File: src/hdl/wwdt_pkg.sv
// package for the windowed watchdog timer block
package wwdt_pkg;
    // ------------------------------------------------------------
    // sizes and reset values
    // ------------------------------------------------------------
    localparam int unsigned COUNT_W = 24;
    localparam logic [23:0] TIMEOUT_MIN = 24'h0000FF;
    localparam logic [23:0] TIMEOUT_RESET = 24'hFFFFFF;
    localparam logic [23:0] WINDOW_RESET = 24'hFFFFFF;
    localparam logic [9:0] WARN_RESET = 10'h000;
    localparam int unsigned PRESCALE_DIV = 4;
    localparam logic [1:0] PRESCALE_LAST = 2'h3;
    localparam logic [7:0] FEED_FIRST = 8'hAA;
    localparam logic [7:0] FEED_SECOND = 8'h55;
    localparam int unsigned FEED_WAIT_TICKS = 4;

    // ------------------------------------------------------------
    // clock source selection
    // ------------------------------------------------------------
    typedef enum logic [1:0] {
        WWDT_SRC_IRC = 2'b00,
        WWDT_SRC_WDOSC = 2'b01,
        WWDT_SRC_MAIN = 2'b10
    } wwdt_src_e;

    typedef enum logic [1:0] {
        WWDT_FEED_IDLE = 2'b00,
        WWDT_FEED_HALF = 2'b01
    } wwdt_feed_e;

    // ------------------------------------------------------------
    // configuration carried as one group
    // ------------------------------------------------------------
    typedef struct packed {
        logic enable;
        logic reset_en;
        logic windowed;
        logic [23:0] timeout;
        logic [23:0] window;
        logic [9:0] warn;
    } wwdt_cfg_s;

    typedef struct packed {
        logic timeout_flag;
        logic warn_flag;
        logic wdt_reset_flag;
        logic running;
        logic [23:0] count;
    } wwdt_stat_s;
endpackage

File: src/hdl/wwdt_top.sv
// windowed watchdog timer with feed check, warning and reset flag
// ------------------------------------------------------------
// What this block does
// [RULE1] no timely reload lets the count run out and forces chip reset; code resets only with reset_en set, else raises FAULT_IRQ
// [RULE2] windowed mode: reload outside min/max span is a fault
// [RULE3] warning interrupt when count falls to programmed warning point
// [RULE4] software may enable; disable only by hardware or watchdog event
// [RULE5] wrong or unfinished feed sequence gives reset or interrupt if enabled
// [RULE6] readable flag records that last reset came from watchdog
// [RULE7] count held in 24-bit timer behind internal prescaler
// [RULE8] time-out 256*4 up to 2^24*4 clocks in steps of 4
// [RULE9] plain variant selects INTERNAL_RC_OSCILLATOR, watchdog oscillator or main clock
// [RULE10] windowed variant selects INTERNAL_RC_OSCILLATOR or watchdog oscillator only
// [RULE11] counter steps once every four watchdog clock cycles
// ------------------------------------------------------------
`timescale 1ns/1ps
`default_nettype none
module wwdt_top #(
    parameter bit WINDOWED_VARIANT = 1'b1
) (
    input wire logic CLK_SYS,
    input wire logic RST_N,
    input wire logic POR_EVENT,
    input wire logic TICK_IRC,
    input wire logic TICK_WDOSC,
    input wire logic TICK_MAIN,
    input wire wwdt_pkg::wwdt_src_e CLK_SEL,
    input wire wwdt_pkg::wwdt_cfg_s CFG,
    input wire logic CFG_WE,
    input wire logic FEED_WE,
    input wire logic [7:0] FEED_DATA,
    input wire logic FLAG_CLR,
    output wwdt_pkg::wwdt_stat_s STATUS,
    output logic WARN_IRQ,
    output logic FAULT_IRQ,
    output logic CHIP_RESET
);
    import wwdt_pkg::*;

    // time-out below the shortest legal period is raised to it
    function automatic logic [23:0] clamp_timeout(input logic [23:0] t);
        clamp_timeout = (t < TIMEOUT_MIN) ? TIMEOUT_MIN : t;
    endfunction

    logic rst_meta_n;
    logic rst_n;
    always_ff @(posedge CLK_SYS or negedge RST_N) begin
        if (!RST_N) begin
            rst_meta_n <= 1'b0;
            rst_n <= 1'b0;
        end else begin
            rst_meta_n <= 1'b1;
            rst_n <= rst_meta_n;
        end
    end

    // ------------------------------------------------------------
    // clock source and prescaler
    // ------------------------------------------------------------
    wwdt_src_e src;
    logic src_tick;
    logic [1:0] presc;
    logic step;

    // [RULE9] [RULE10] source select
    always_comb begin
        case (src)
            WWDT_SRC_IRC: src_tick = TICK_IRC;
            WWDT_SRC_WDOSC: src_tick = TICK_WDOSC;
            WWDT_SRC_MAIN: src_tick = WINDOWED_VARIANT ? 1'b0 : TICK_MAIN;
            default: src_tick = 1'b0;
        endcase
    end

    logic en;
    wwdt_cfg_s cfg;
    logic [23:0] count;
    logic fault;
    logic expire;

    // [RULE7] [RULE11] divide by four
    always_ff @(posedge CLK_SYS or negedge rst_n) begin
        if (!rst_n) begin
            presc <= 2'h0;
        end else if (!en) begin
            presc <= 2'h0;
        end else if (src_tick) begin
            presc <= presc + 2'h1;
        end
    end
    assign step = en && src_tick && (presc == PRESCALE_LAST);

    // ------------------------------------------------------------
    // configuration and enable
    // ------------------------------------------------------------
    logic stop_evt;
    assign stop_evt = expire || fault;

    always_ff @(posedge CLK_SYS or negedge rst_n) begin
        if (!rst_n) begin
            src <= WWDT_SRC_IRC;
            cfg <= '{enable: 1'b0, reset_en: 1'b0, windowed: 1'b0,
                     timeout: TIMEOUT_RESET, window: WINDOW_RESET, warn: WARN_RESET};
        end else if (CFG_WE) begin
            // [RULE10] main clock refused in windowed variant
            if (!(WINDOWED_VARIANT && CLK_SEL == WWDT_SRC_MAIN)) begin
                src <= CLK_SEL;
            end
            cfg.reset_en <= CFG.reset_en | cfg.reset_en;
            cfg.windowed <= CFG.windowed & WINDOWED_VARIANT;
            // [RULE8] floor time-out at 256 steps
            cfg.timeout <= clamp_timeout(CFG.timeout);
            cfg.window <= CFG.window;
            cfg.warn <= CFG.warn;
        end
    end

    // [RULE4] enable set-only
    always_ff @(posedge CLK_SYS or negedge rst_n) begin
        if (!rst_n) begin
            en <= 1'b0;
        end else if (stop_evt) begin
            en <= 1'b0;
        end else if (CFG_WE && CFG.enable) begin
            en <= 1'b1;
        end
    end

    // ------------------------------------------------------------
    // feed sequence
    // ------------------------------------------------------------
    wwdt_feed_e feed_st;
    logic [2:0] feed_wait;
    logic feed_ok;
    logic feed_bad;

    // [RULE5] feed checker
    always_ff @(posedge CLK_SYS or negedge rst_n) begin
        if (!rst_n) begin
            feed_st <= WWDT_FEED_IDLE;
            feed_wait <= 3'h0;
        end else begin
            case (feed_st)
                WWDT_FEED_IDLE: begin
                    if (FEED_WE && FEED_DATA == FEED_FIRST) begin
                        feed_st <= WWDT_FEED_HALF;
                        feed_wait <= 3'h0;
                    end
                end
                WWDT_FEED_HALF: begin
                    if (FEED_WE || feed_bad) begin
                        feed_st <= WWDT_FEED_IDLE;
                    end else if (step) begin
                        feed_wait <= feed_wait + 3'h1;
                    end
                end
                default: feed_st <= WWDT_FEED_IDLE;
            endcase
        end
    end

    always_comb begin
        feed_ok = 1'b0;
        feed_bad = 1'b0;
        if (en) begin
            case (feed_st)
                WWDT_FEED_IDLE: feed_bad = FEED_WE && FEED_DATA != FEED_FIRST;
                WWDT_FEED_HALF: begin
                    feed_ok = FEED_WE && FEED_DATA == FEED_SECOND;
                    feed_bad = (FEED_WE && FEED_DATA != FEED_SECOND)
                        || (feed_wait == 3'(FEED_WAIT_TICKS));
                end
                default: feed_bad = 1'b0;
            endcase
        end
    end

    // [RULE2] reload outside window is a fault
    logic early;
    assign early = cfg.windowed && (count > cfg.window);
    assign fault = feed_bad || (feed_ok && early);

    // ------------------------------------------------------------
    // down counter
    // ------------------------------------------------------------
    // [RULE1] expiry at end of count
    assign expire = step && (count == 24'h000000);

    always_ff @(posedge CLK_SYS or negedge rst_n) begin
        if (!rst_n) begin
            count <= TIMEOUT_RESET;
        end else if (!en) begin
            // load the new period on the enabling write so a windowed first feed is legal
            count <= CFG_WE ? clamp_timeout(CFG.timeout) : cfg.timeout;
        end else if (feed_ok && !early) begin
            count <= cfg.timeout;
        end else if (step && count != 24'h000000) begin
            // [RULE7] one step per prescaled tick
            count <= count - 24'h000001;
        end
    end

    // ------------------------------------------------------------
    // flags and outputs
    // ------------------------------------------------------------
    logic warn_flag;
    logic timeout_flag;
    logic wdt_rst_flag;
    logic rst_req;

    // [RULE3] warning point
    always_ff @(posedge CLK_SYS or negedge rst_n) begin
        if (!rst_n) begin
            warn_flag <= 1'b0;
        end else if (en && count == {14'h0000, cfg.warn} && cfg.warn != 10'h000) begin
            warn_flag <= 1'b1;
        end else if (FLAG_CLR) begin
            warn_flag <= 1'b0;
        end
    end

    assign rst_req = stop_evt && cfg.reset_en;

    always_ff @(posedge CLK_SYS or negedge rst_n) begin
        if (!rst_n) begin
            timeout_flag <= 1'b0;
            CHIP_RESET <= 1'b0;
            FAULT_IRQ <= 1'b0;
        end else begin
            // [RULE1] [RULE5] reset or interrupt
            CHIP_RESET <= rst_req;
            if (stop_evt && !cfg.reset_en) begin
                FAULT_IRQ <= 1'b1;
            end else if (FLAG_CLR) begin
                FAULT_IRQ <= 1'b0;
            end
            if (stop_evt) begin
                timeout_flag <= 1'b1;
            end else if (FLAG_CLR) begin
                timeout_flag <= 1'b0;
            end
        end
    end

    // [RULE6] survives watchdog reset, cleared by power-on
    always_ff @(posedge CLK_SYS) begin
        if (POR_EVENT) begin
            wdt_rst_flag <= 1'b0;
        end else if (rst_req) begin
            wdt_rst_flag <= 1'b1;
        end else if (FLAG_CLR) begin
            wdt_rst_flag <= 1'b0;
        end
    end

    assign WARN_IRQ = warn_flag;
    assign STATUS = '{timeout_flag: timeout_flag, warn_flag: warn_flag,
                      wdt_reset_flag: wdt_rst_flag, running: en, count: count};
endmodule // wwdt_top
`default_nettype wire

File: config.mk
export PLATFORM = sky130hd
export DESIGN_NAME = wwdt_top
export DESIGN_NICKNAME = d
export VERILOG_FILES = /design/src/hdl/wwdt_pkg.sv /design/src/hdl/wwdt_top.sv
export SDC_FILE = /design/constraint.sdc
export NUM_CORES = 1
export LEC_CHECK = 0
export BUFFER_PORTS_ARGS = -buffer_cell sky130_fd_sc_hd__buf_2
export CAP_MARGIN = 20
export CORE_ASPECT_RATIO = 0.75
export CORE_MARGIN = 5
export CORE_UTILIZATION = 40
export DETAILED_ROUTE_END_ITERATION = 8
export GPL_TIMING_DRIVEN = 0
export PLACE_DENSITY = 0.61
export SLEW_MARGIN = 20
export SYNTH_ARGS = -nofsm -noshare
export SYNTH_HDL_FRONTEND = slang
export SYNTH_SLANG_ARGS = --single-unit
File: constraint.sdc
create_clock -name CLK_SYS -period 7.4 [get_ports CLK_SYS]
set_input_delay 1.48 -clock CLK_SYS [delete_from_list [all_inputs] [get_ports CLK_SYS]]
set_output_delay 1.48 -clock CLK_SYS [all_outputs]
set_load 0.05 [all_outputs]
# == After elaboration in Yosys (flattened, before gate mapping) ==
# Cells that the tools add are included.
# word_totals
reg_bits,101
latch_bits,0
ram_bits,0
rom_bits,0
out_inout_bits,31
mem_count,0
# classes
n_addsub,3
n_mul,0
div,0
n_lt_le_gt_ge,2
eq_ne,16
shifts,0
mux,26
bitwise_logic,2
reduce_logical,36
# ops
operator,n
$mux 24,5
$eq 24x10->1,1
$gt 24x24->1,1
$logic_not 24->1,1
$lt 24x8->1 const B,1
$reduce_bool 24->1,1
$sub 24x1->24 const B,1
$logic_and 1x1->1,16
$reduce_bool 2->1,6
$mux 1,10
$ne 2x2->1 const B,5
$reduce_bool 10->1,1
$mux 3,3
$eq 8x7->1 const B,1
$eq 8x8->1 const B,1
$mux 2,4
$ne 8x7->1 const B,1
$ne 8x8->1 const B,1
$pmux 3 s2,1
$eq 2x1->1 const B,2
$eq 2x2->1 const B,2
$logic_not 2->1,2
$logic_or 1x1->1,4
$pmux 1 s2,2
10 further kinds,12

# == Longest topological paths before layout ==
# Gate-level depths: netlist of run 1.
# logic_depth
ltp_word,9
depth_mapped,10
ltp_nobuf,9

# == Worst setup path after synthesis of run 1 ==
# OpenSTA, ideal clock, no wires.
# synth_path
kind,input port to flip-flop
start,input FEED_DATA[7]
end,register count[10]
arrival_time_ns,3.532
t_required_ns,7.317
setup_slack_ns,3.784
cell_stages,8
path_cell_list,nand4b_1 or4_1 a2111oi_0 nand3_1 nand3_1 clkbuf_1 nor2_1 a221o_1
# synth_via
elab_chain_cells,7
# synth_lines
item,line_no,rtl
from (decl),wwdt_top.sv:31,"input wire logic [7:0] FEED_DATA,"
$eq 8x7->1 (*),wwdt_top.sv:169,feed_ok = FEED_WE && FEED_DATA == FEED_SECOND;
$logic_and 1x1->1 (*),wwdt_top.sv:169,
$mux 1 (*),wwdt_top.sv:166,case (feed_st)
$mux 1 (*),wwdt_top.sv:165,if (en) begin
$logic_and 1x1->1 (*),wwdt_top.sv:195,end else if (feed_ok && !early) begin
$mux 24,wwdt_top.sv:195,
$mux 24,wwdt_top.sv:192,end else if (!en) begin
to (signal assigned),wwdt_top.sv:194,count <= CFG_WE ? clamp_timeout(CFG.timeout) : cfg.timeout;
to (signal assigned),wwdt_top.sv:196,count <= cfg.timeout;
to (signal assigned),wwdt_top.sv:199,count <= count - 24'h000001;
to (decl),wwdt_top.sv:77,logic [23:0] count;
# Mark *: on every way between the ends. The rest lies on a longest branch, timed or not.
# A chain may end at the register's enable or synchronous reset.

# == Worst setup path after layout of run 1 ==
# layout_path
start,input FEED_DATA[7]
end,register count[23]
# The elaborated chain is that of the path after synthesis.

==> run_results.csv, run 1 <==
group,metric,value,unit
run_status,status,"complete, no violations",
job,cap_violations,0,
final_layout,drive_above_1_share,0.345,
timing,max_freq,235,MHz
power_and_ir_drop,ir_drop,0.147,mV
clock_tree,htreeDepth,3,
yosys,yosysUniqueCellTypes,57,
place,hpwl,13500,um
yosys,synth_compound_area_frac,0.179,
clock_tree,cts_buffers,9,
clock_tree,cts_resized,0,
timing,hold_ws,321,ps
power_and_ir_drop,powerDensity,323,mW/mm^2
route,drt_pass1_iterations,6,
floorplan,start_util,0.411,
final_layout,nFillCells,1289,
yosys,yosys.area_share.simple,0.161,
timing,tightest_slew,968,ps
place,dpl_cell_area,0.00648,mm^2
floorplan,rows,37,
global_route,grt_antenna_before_repair,0,
final_layout,final_cells,882,
setup_path,r2r_setup_slack,3620,ps
route,drtIter0Drc,444,
place,dp.cells,866,
yosys,yosys.area.top_type,"dfstp_2",
clock_tree,ctsHoldBuffers,0,
timing,fin_skew,10.7,ps
yosys,avgSynthCellArea,9.77,um^2
yosys,synthCells,583,
yosys,syn_nets,691,
yosys,synth_seq_cells,100,
global_route,grt_pass1_vias,5072,
route,ant_nets,0,
yosys,synth_top_area_frac,0.332,
setup_path,worstReg2RegEnd,"count[23]",
clock_tree,cts.sinks,100,
setup_path,path_class,"in2reg",
route,routed_wl,17700,um
floorplan,die_w,148,um
setup_path,r2r_cells,10,
timing,slew_violations,0,
setup_path,cp-end-kind,"flip-flop",
yosys,yosysSeqAreaShare,0.454,
timing,setup_slack,3150,ps
global_route,grt_first_pass_wirelength,28100,um
yosys,synth_top_family_by_area,"compound AO/OA/AOI/OAI gates",
place,gp_congestion,0.889,
worst_hold_path,hp-class,"reg2async",
yosys,synth_edf_count,0,
place,dp_slack,2820,ps
timing,finalCritPeriodShare,0.575,
power_and_ir_drop,switchingPower,0.925,mW
clock_tree,clock_latency,360,ps
timing,final.min_clock_period,4250,ps
global_route,grt_start_max_net_pins,59,
yosys,synth.area.mux_share,0.0637,
setup_path,worstPathRequired,7680,ps
floorplan,ios,111,
final_layout,multi_input_area,0.00282,mm^2
route,vias,5020,
setup_path,critPathArrivalTime,4540,ps
yosys,synth_xor_area_frac,0.0292,
final_layout,fin_nets,810,
yosys,synthMostInstantiatedCell,"dfstp_2",
floorplan,die-area,0.0168,mm^2
floorplan,core,0.0138,mm^2
route,post_drt_wl_per_cell,20.1,um
clock_tree,cts_max_path_buffers,2,
yosys,ys_warn_count,0,
route,route.detailed.drc,0,
setup_path,timing.rr.start,"cfg[33]",
timing,slew_headroom,0.350,
route,viasPerCell,5.69,
final_layout,antennaDiodeCount,0,
timing,hold_viol_final,0,
clock_tree,cts_root_buf,"clkbuf_16",
timing,setup_tns,0,ps
place,port_buffers,107,
final_layout,fin_area,0.00681,mm^2
power_and_ir_drop,clkPwrFrac,0.242,
yosys,synth_common_cells,"72 x dfstp_2, 51 x nand2_1, 47 x nor2_1",
final_layout,area_delta_synth_final,19.6,%
floorplan,die_h,113,um
power_and_ir_drop,p_leak,2.90,nW
power_and_ir_drop,seq_power_share,0.386,
power_and_ir_drop,p_comb_frac,0.371,
clock_tree,cts_tree,"done",
yosys,synth_ff_type,"dfstp_2",
yosys,yosys-top-cells-area,"dfstp_2 33%, dfrtp_1 12%, ha_1 6.2%",
global_route,track_usage,0.214,
clock_tree,clkTransAtPathRegs,70,ps
power_and_ir_drop,switching_share,0.420,
final_layout,layout.area.seq,0.00259,mm^2
global_route,grt_overflow,0,
setup_path,startpoint_type,"input port",
timing,setup_viol,0,
yosys,synth_adder_area_share,0.0615,
yosys,syn_area,0.00570,mm^2
power_and_ir_drop,intPower,1.28,mW
setup_path,cp_max_fo,10,
timing,rsz0062_at_grt,"no",
clock_tree,post_cts_buffers,0,
yosys,async_reset_ff_frac,0.990,
kinds of logic (layout without fill, tap and decap cells):
logic type,count (synthesis),count (layout)
flip-flops,100,100
multiplexers,33,33
AND/OR/NAND/NOR,183,183
adder cells (fa/ha/maj),28,28
other,1,1
AO/OA/AOI/OAI,147,147
XOR/XNOR,19,19
buffers and inverters,72,196
power groups by stage:
stage / combinational, mW / sequential, mW / clock [mW]
floorplan: 0.426 / 0.973 / 0
global placement: 0.785 / 0.855 / 0
detailed placement: 0.811 / 0.853 / 0
CTS: 0.815 / 0.845 / 0.546
global route: 0.890 / 0.864 / 0.566
finish: 0.818 / 0.850 / 0.533
worst max-delay path: stages:
cell	delay (ps)
buf_2	100
nand4b_1	190
or4_1	600
nor2_1	480
nand2_1	270
nand3_1	480
clkbuf_1	500
nor2_1	150
a221o_1	280
registers in the layout, summed over array words and instances (netlist names):
signal	flops
rst_n	1
cfg	60
CHIP_RESET	1
src	2
feed_wait	3
FAULT_IRQ	1
en	1
rst_meta_n	1
WARN_IRQ	1
feed_st	1
wdt_rst_flag	1
timeout_flag	1
presc	2
count	24
metal layers:
layer | vias up | GRT usage | part of all wire
li1 | 2356 | - | -
met1 | 2450 | 0.325 | 0.49
met2 | 198 | 0.314 | 0.43
met3 | 16 | 0.0432 | 0.077
met4 | 0 | 0.0453 | 0.010
met5 | - | 0 | 0
worst max path at each step:
| stage | end | from | cells after the start | slack (ps) |
|---|---|---|---|---|
| 6_report | count[23] | FEED_DATA[7] | 9 | 3150 |
| 5_1_grt | count[23] | FEED_DATA[7] | 9 | 3090 |
| 4_1_cts | count[8] | FEED_DATA[7] | 9 | 3200 |
| 3_5_place_dp | count[23] | FEED_DATA[7] | 9 | 2820 |
| 3_3_place_gp | count[23] | FEED_DATA[7] | 9 | 2890 |
| 2_1_floorplan | count[10] | FEED_DATA[7] | 8 | 3780 |
final cells by class:
class / count / area share
Inverter: 43 / 0.0237
Buffer: 29 / 0.0191
Sequential cell: 100 / 0.380
Timing Repair Buffer: 108 / 0.0827
Tap cell: 175 / 0.0321
Clock inverter: 7 / 0.0154
Multi-Input combinational cell: 411 / 0.413
Clock buffer: 9 / 0.0331
stage by stage:
step	power [mW]	utilization
6_report	2.20	0.492
3_5_place_dp	1.66	0.468
4_1_cts	2.21	0.492
5_1_grt	2.32	0.492
3_3_place_gp	1.64	0.466
2_1_floorplan	1.40	-
cells in the final DEF (no fill, tap or decap), types with 4 or more instances in the layout:
cell / netlist / routed
a2111oi_0: 8 / 8
nand2_1: 51 / 51
a21oi_1: 31 / 31
a221o_1: 6 / 6
o22ai_1: 4 / 4
inv_1: 43 / 43
a311oi_1: 5 / 5
dfstp_2: 72 / 72
clkbuf_16: 0 / 9
buf_2: 5 / 112
nor3_1: 13 / 13
nand3_1: 14 / 14
mux2i_1: 7 / 7
xnor2_1: 17 / 17
or4_1: 5 / 5
a211oi_1: 5 / 5
o22a_1: 14 / 14
mux2_2: 26 / 26
dfrtp_1: 27 / 26
buf_4: 4 / 4
and2_1: 7 / 7
a31oi_1: 6 / 6
ha_1: 28 / 28
a22o_1: 6 / 6
nand4_1: 11 / 11
nor2_1: 47 / 47
nor4_1: 11 / 11
clkbuf_1: 18 / 18
o21ai_0: 39 / 39
a31o_2: 6 / 6
nor2b_1: 5 / 5
Note: power is estimated with default switching activity, not from simulation.
==> run 2, diff against run 1 <==
--- a/config.mk
+++ b/config.mk
@@ -12,7 +12,7 @@
 export CORE_UTILIZATION = 40
 export DETAILED_ROUTE_END_ITERATION = 8
 export GPL_TIMING_DRIVEN = 0
-export PLACE_DENSITY = 0.61
+export PLACE_DENSITY = 0.63
 export SLEW_MARGIN = 20
 export SYNTH_ARGS = -nofsm -noshare
 export SYNTH_HDL_FRONTEND = slang
==> constraint.sdc (replaced) <==
create_clock -name CLK_SYS -period 3.6 [get_ports CLK_SYS]
set_input_delay 0.72 -clock CLK_SYS [delete_from_list [all_inputs] [get_ports CLK_SYS]]
set_output_delay 0.72 -clock CLK_SYS [all_outputs]
set_load 0.05 [all_outputs]
==> run_results.csv, run 2 (synthesis gave the netlist of run 1 again) <==
group,metric,value,unit
clock_tree,clock_latency,360,ps
power_and_ir_drop,p_comb_frac,0.376,
final_layout,area_delta_synth_final,19.5,%
timing,tightest_slew,975,ps
route,viasPerCell,5.74,
setup_path,path_class,"reg2reg",
route,drtIter0Drc,446,
power_and_ir_drop,p_leak,2.90,nW
final_layout,antennaDiodeCount,0,
setup_path,worstReg2RegEnd,"count[8]",
global_route,grt_start_max_net_pins,54,
route,drt_pass1_iterations,5,
timing,max_freq,299,MHz
timing,fin_skew,10.3,ps
setup_path,worstPathRequired,3880,ps
floorplan,core,0.0138,mm^2
clock_tree,htreeDepth,3,
setup_path,cp-end-kind,"flip-flop",
power_and_ir_drop,ir_drop,0.288,mV
clock_tree,cts_tree,"done",
global_route,grt_overflow,0,
power_and_ir_drop,powerDensity,657,mW/mm^2
place,gp_congestion,0.931,
route,ant_nets,0,
power_and_ir_drop,switching_share,0.428,
timing,slew_headroom,0.345,
global_route,grt_first_pass_wirelength,28400,um
floorplan,start_util,0.411,
job,cap_violations,0,
global_route,track_usage,0.217,
timing,final.min_clock_period,3340,ps
final_layout,drive_above_1_share,0.349,
final_layout,reg.largest.list,"cfg (60), count (24), feed_wait (3)",
route,vias,5059,
power_and_ir_drop,seq_power_share,0.390,
clock_tree,clkTransAtPathRegs,80,ps
setup_path,timing.critical_path.from,"cfg[29]",
final_layout,fin_nets,810,
floorplan,ios,111,
timing,slew_violations,0,
place,hpwl,13800,um
floorplan,die_w,148,um
place,dp.cells,866,
route,routed_wl,17900,um
route,route.detailed.drc,0,
clock_tree,cts_root_buf,"clkbuf_16",
floorplan,rows,37,
setup_path,timing.rr.start,"cfg[29]",
setup_path,r2r_cells,10,
power_and_ir_drop,switchingPower,1.91,mW
setup_path,startpoint_type,"flip-flop",
global_route,grt_pass1_vias,5189,
timing,rsz0062_at_grt,"no",
floorplan,die-area,0.0168,mm^2
final_layout,final_cell_mix,"112 x buf_2, 72 x dfstp_2, 51 x nand2_1, 47 x nor2_1, 43 x inv_1",
route,post_drt_wl_per_cell,20.3,um
final_layout,largest_reg_flops,60,
final_layout,final_cells,882,
setup_path,cp_max_fo,10,
clock_tree,cts_buffers,9,
timing,hold_viol_final,0,
final_layout,nFillCells,1296,
setup_path,critPathArrivalTime,3630,ps
global_route,grt_antenna_before_repair,0,
timing,setup_viol,0,
place,dpl_cell_area,0.00648,mm^2
clock_tree,ctsHoldBuffers,0,
worst_hold_path,hp-class,"in2async",
place,port_buffers,107,
setup_path,r2r_setup_slack,260,ps
floorplan,die_h,113,um
power_and_ir_drop,clkPwrFrac,0.234,
timing,finalCritPeriodShare,0.929,
run_status,status,"complete, no violations",
final_layout,final_common_cell,"buf_2",
clock_tree,cts_max_path_buffers,2,
setup_path,cp-endpoint,"count[8]",
power_and_ir_drop,intPower,2.56,mW
final_layout,max_flop_register,"cfg",
clock_tree,post_cts_buffers,0,
final_layout,fin_area,0.00681,mm^2
clock_tree,cts.sinks,100,
==> run 2: area by class of cell <==
type	count	area [um^2]	share of cell area
well taps	175	219	0.0322
inverters	43	161	0.0237
clock buffers	9	225	0.0331
clock inverters	7	93.8	0.0138
plain buffers	29	133	0.0195
multi-input cells	411	2820	0.414
flip-flops and latches	100	2590	0.381
repair buffers	108	563	0.0827
==> run 2: worst min path at each step <==
stage	from	end	slack, ps	depth (start not counted)
after floorplan	rst_meta_n	rst_n	330	0
after global placement	rst_meta_n	rst_n	330	0
after detailed placement	rst_meta_n	rst_n	350	0
after CTS	RST_N	rst_n	130	1
after global routing	RST_N	rst_n	130	1
final	RST_N	rst_n	130	1
==> run 2: what timing repair did <==
action,CTS,global route
setup endpoints to repair,11,14
resized for setup,3,1
pin swaps,0,0
==> run 2: power by group through the flow <==
stage,registers [mW],logic (mW),clock network [mW]
global placement,1.75,1.62,0
floorplan,2.00,0.876,0
CTS,1.74,1.68,1.06
finish,1.74,1.68,1.05
global route,1.77,1.84,1.11
detailed placement,1.75,1.67,0
==> run 2: metal layers <==
layer  part of all wire  GRT usage
met1               0.48      0.319
met2               0.44      0.330
met3              0.075     0.0456
met4              0.010     0.0459
met5                  0          0
==> run 2: stage by stage <==
step	hold WS (ps)	power (mW)	util	worst slack, ps	setup TNS (ps)
after floorplan	331	2.88	-	584	0
after global placement	334	3.37	0.466	-479	-13450
after detailed placement	347	3.43	0.468	-344	-2700
after CTS	126	4.48	0.492	93.7	0
after global routing	127	4.72	0.492	83.7	0
final	130	4.47	0.492	255	0
==> run 2: worst max-delay path, stage by stage, from the launching register on <==
cell	delay, ps
dfstp_2	520
inv_1	50
ha_1	310
nand4_1	210
or4_1	590
o21ai_1	310
nand2_1	250
nand3_2	320
clkbuf_2	310
nor2_1	130
a221o_1	280
==> run 3, diff against run 2 <==
--- a/config.mk
+++ b/config.mk
@@ -7,12 +7,9 @@
 export LEC_CHECK = 0
 export BUFFER_PORTS_ARGS = -buffer_cell sky130_fd_sc_hd__buf_2
 export CAP_MARGIN = 20
-export CORE_ASPECT_RATIO = 0.75
 export CORE_MARGIN = 5
 export CORE_UTILIZATION = 40
 export DETAILED_ROUTE_END_ITERATION = 8
-export GPL_TIMING_DRIVEN = 0
-export PLACE_DENSITY = 0.63
 export SLEW_MARGIN = 20
 export SYNTH_ARGS = -nofsm -noshare
 export SYNTH_HDL_FRONTEND = slang
==> run_results.csv, run 3 (synthesis gave the netlist of run 1 again) <==
group,metric,value,unit
run_status,status,"complete, no violations",
final_layout,antennaDiodeCount,0,
setup_path,path_class,"reg2reg",
job,cap_violations,0,
place,port_buffers,109,
timing,fin_skew,4.91,ps
global_route,grt_first_pass_wirelength,25600,um
worst_hold_path,hp-class,"in2async",
route,drtIter0Drc,341,
place,dp_slack,418,ps
place,gp_congestion,0.871,
route,viasPerCell,5.51,
global_route,grt_antenna_before_repair,0,
power_and_ir_drop,ir_drop,0.233,mV
clock_tree,clock_latency,350,ps
final_layout,final_common_cell,"buf_2",
floorplan,core,0.0139,mm^2
floorplan,ios,111,
clock_tree,cts_resized,0,
floorplan,start_util,0.409,
setup_path,startpoint_type,"flip-flop",
final_layout,reg.largest.list,"cfg (60), count (24), feed_wait (3)",
final_layout,max_flop_register,"cfg",
power_and_ir_drop,switching_share,0.418,
floorplan,die_h,129,um
clock_tree,clkTransAtPathRegs,70,ps
clock_tree,cts_root_buf,"clkbuf_16",
clock_tree,post_cts_buffers,0,
global_route,grt_start_max_net_pins,70,
global_route,grtUsageMet3,0.0354,
place,hpwl,12100,um
timing,setup_tns,0,ps
timing,hold_viol_final,0,
global_route,grt_util_met1,0.285,
timing,finalCritPeriodShare,0.883,
route,routed_wl,16100,um
power_and_ir_drop,powerDensity,646,mW/mm^2
setup_path,cp-end-kind,"flip-flop",
setup_path,worstPathRequired,3890,ps
floorplan,die_w,129,um
power_and_ir_drop,p_comb_frac,0.367,
final_layout,final_cell_mix,"109 x buf_2, 72 x dfstp_2, 51 x nand2_1, 47 x nor2_1, 43 x inv_1",
global_route,track_usage,0.198,
timing,slew_violations,0,
clock_tree,cts_buffers,9,
timing,rsz0062_at_grt,"no",
global_route,grt_pass1_vias,4779,
clock_tree,htreeDepth,3,
clock_tree,cts_tree,"done",
setup_path,critPathArrivalTime,3470,ps
final_layout,largest_reg_flops,60,
clock_tree,cts_max_path_buffers,2,
floorplan,die-area,0.0167,mm^2
route,ant_nets,0,
timing,slew_headroom,0.401,
final_layout,fin_nets,796,
final_layout,area_delta_synth_final,18.5,%
power_and_ir_drop,intPower,2.54,mW
power_and_ir_drop,seq_power_share,0.406,
setup_path,r2r_setup_slack,420,ps
timing,max_freq,314,MHz
route,vias,4807,
timing,hold_ws,133,ps
clock_tree,cts.sinks,100,
global_route,grt.busiest_layer,"met2",
power_and_ir_drop,p_leak,2.88,nW
timing,setup_viol,0,
global_route,grtUsageMet2,0.303,
timing,final.min_clock_period,3180,ps
floorplan,rows,43,
timing,setup_slack,420,ps
route,post_drt_wl_per_cell,18.4,um
setup_path,cp_max_fo,9,
global_route,grt_overflow,0,
final_layout,drive_above_1_share,0.361,
power_and_ir_drop,clkPwrFrac,0.227,
power_and_ir_drop,switchingPower,1.82,mW
route,drt_pass1_iterations,5,
timing,tightest_slew,899,ps
route,route.detailed.drc,0,
clock_tree,ctsHoldBuffers,0,
-- run 3: worst paths after layout --
path                            startpoint        end  cells after the start
worst min register to register  rst_meta_n      rst_n                      0
max in group asynchronous            rst_n    cfg[26]                      1
worst max-delay path               cfg[33]  count[11]                     10
worst max register to register     cfg[33]  count[11]                     10
worst min-delay path                 RST_N      rst_n                      1
min in group CLK_SYS            rst_meta_n      rst_n                      0
-- run 3: power groups by stage --
stage                     Combinational, mW  Sequential, mW  Clock, mW
after detailed placement               1.61            1.78          0
after global routing                   1.76            1.80       1.07
after global placement                 1.57            1.78          0
after CTS                              1.61            1.77       1.02
final                                  1.60            1.77      0.992
after floorplan                       0.876            2.00          0
-- run 3: cell type report --
cell class / count / area [um^2]
clock buffer: 9 / 225
fill: 1327 / 7190
sequential: 100 / 2590
clock inverter: 7 / 76.3
multi-input combinational: 411 / 2820
inverter: 43 / 161
timing repair buffer: 123 / 651
tap: 180 / 225
-- run 3: critical path: stages (launching register included) --
cell and delay (ps):
dfstp_2 520, inv_1 50, ha_1 310, nand4_1 200, or4_1 580, o21ai_0 310
nand2_1 220, nand3_1 330, buf_4 240, a21oi_1 70, a221o_1 270
-- run 3: metrics by stage --
stage               instances   util  cell area [um^2]  total power [mW]
finish                    873  0.484              6750              4.36
global route              873  0.484              6750              4.63
CTS                       873  0.484              6750              4.40
detailed placement        857  0.463              6440              3.39
global placement          857  0.463              6440              3.35
floorplan                 583      -              5700              2.88
-- run 3: per-layer routing --
layer  wire, um  up-vias
li1           -     2331
met1       7440     2337
met2       7410      119
met3        883       20
met4        318        0
met5          0        -
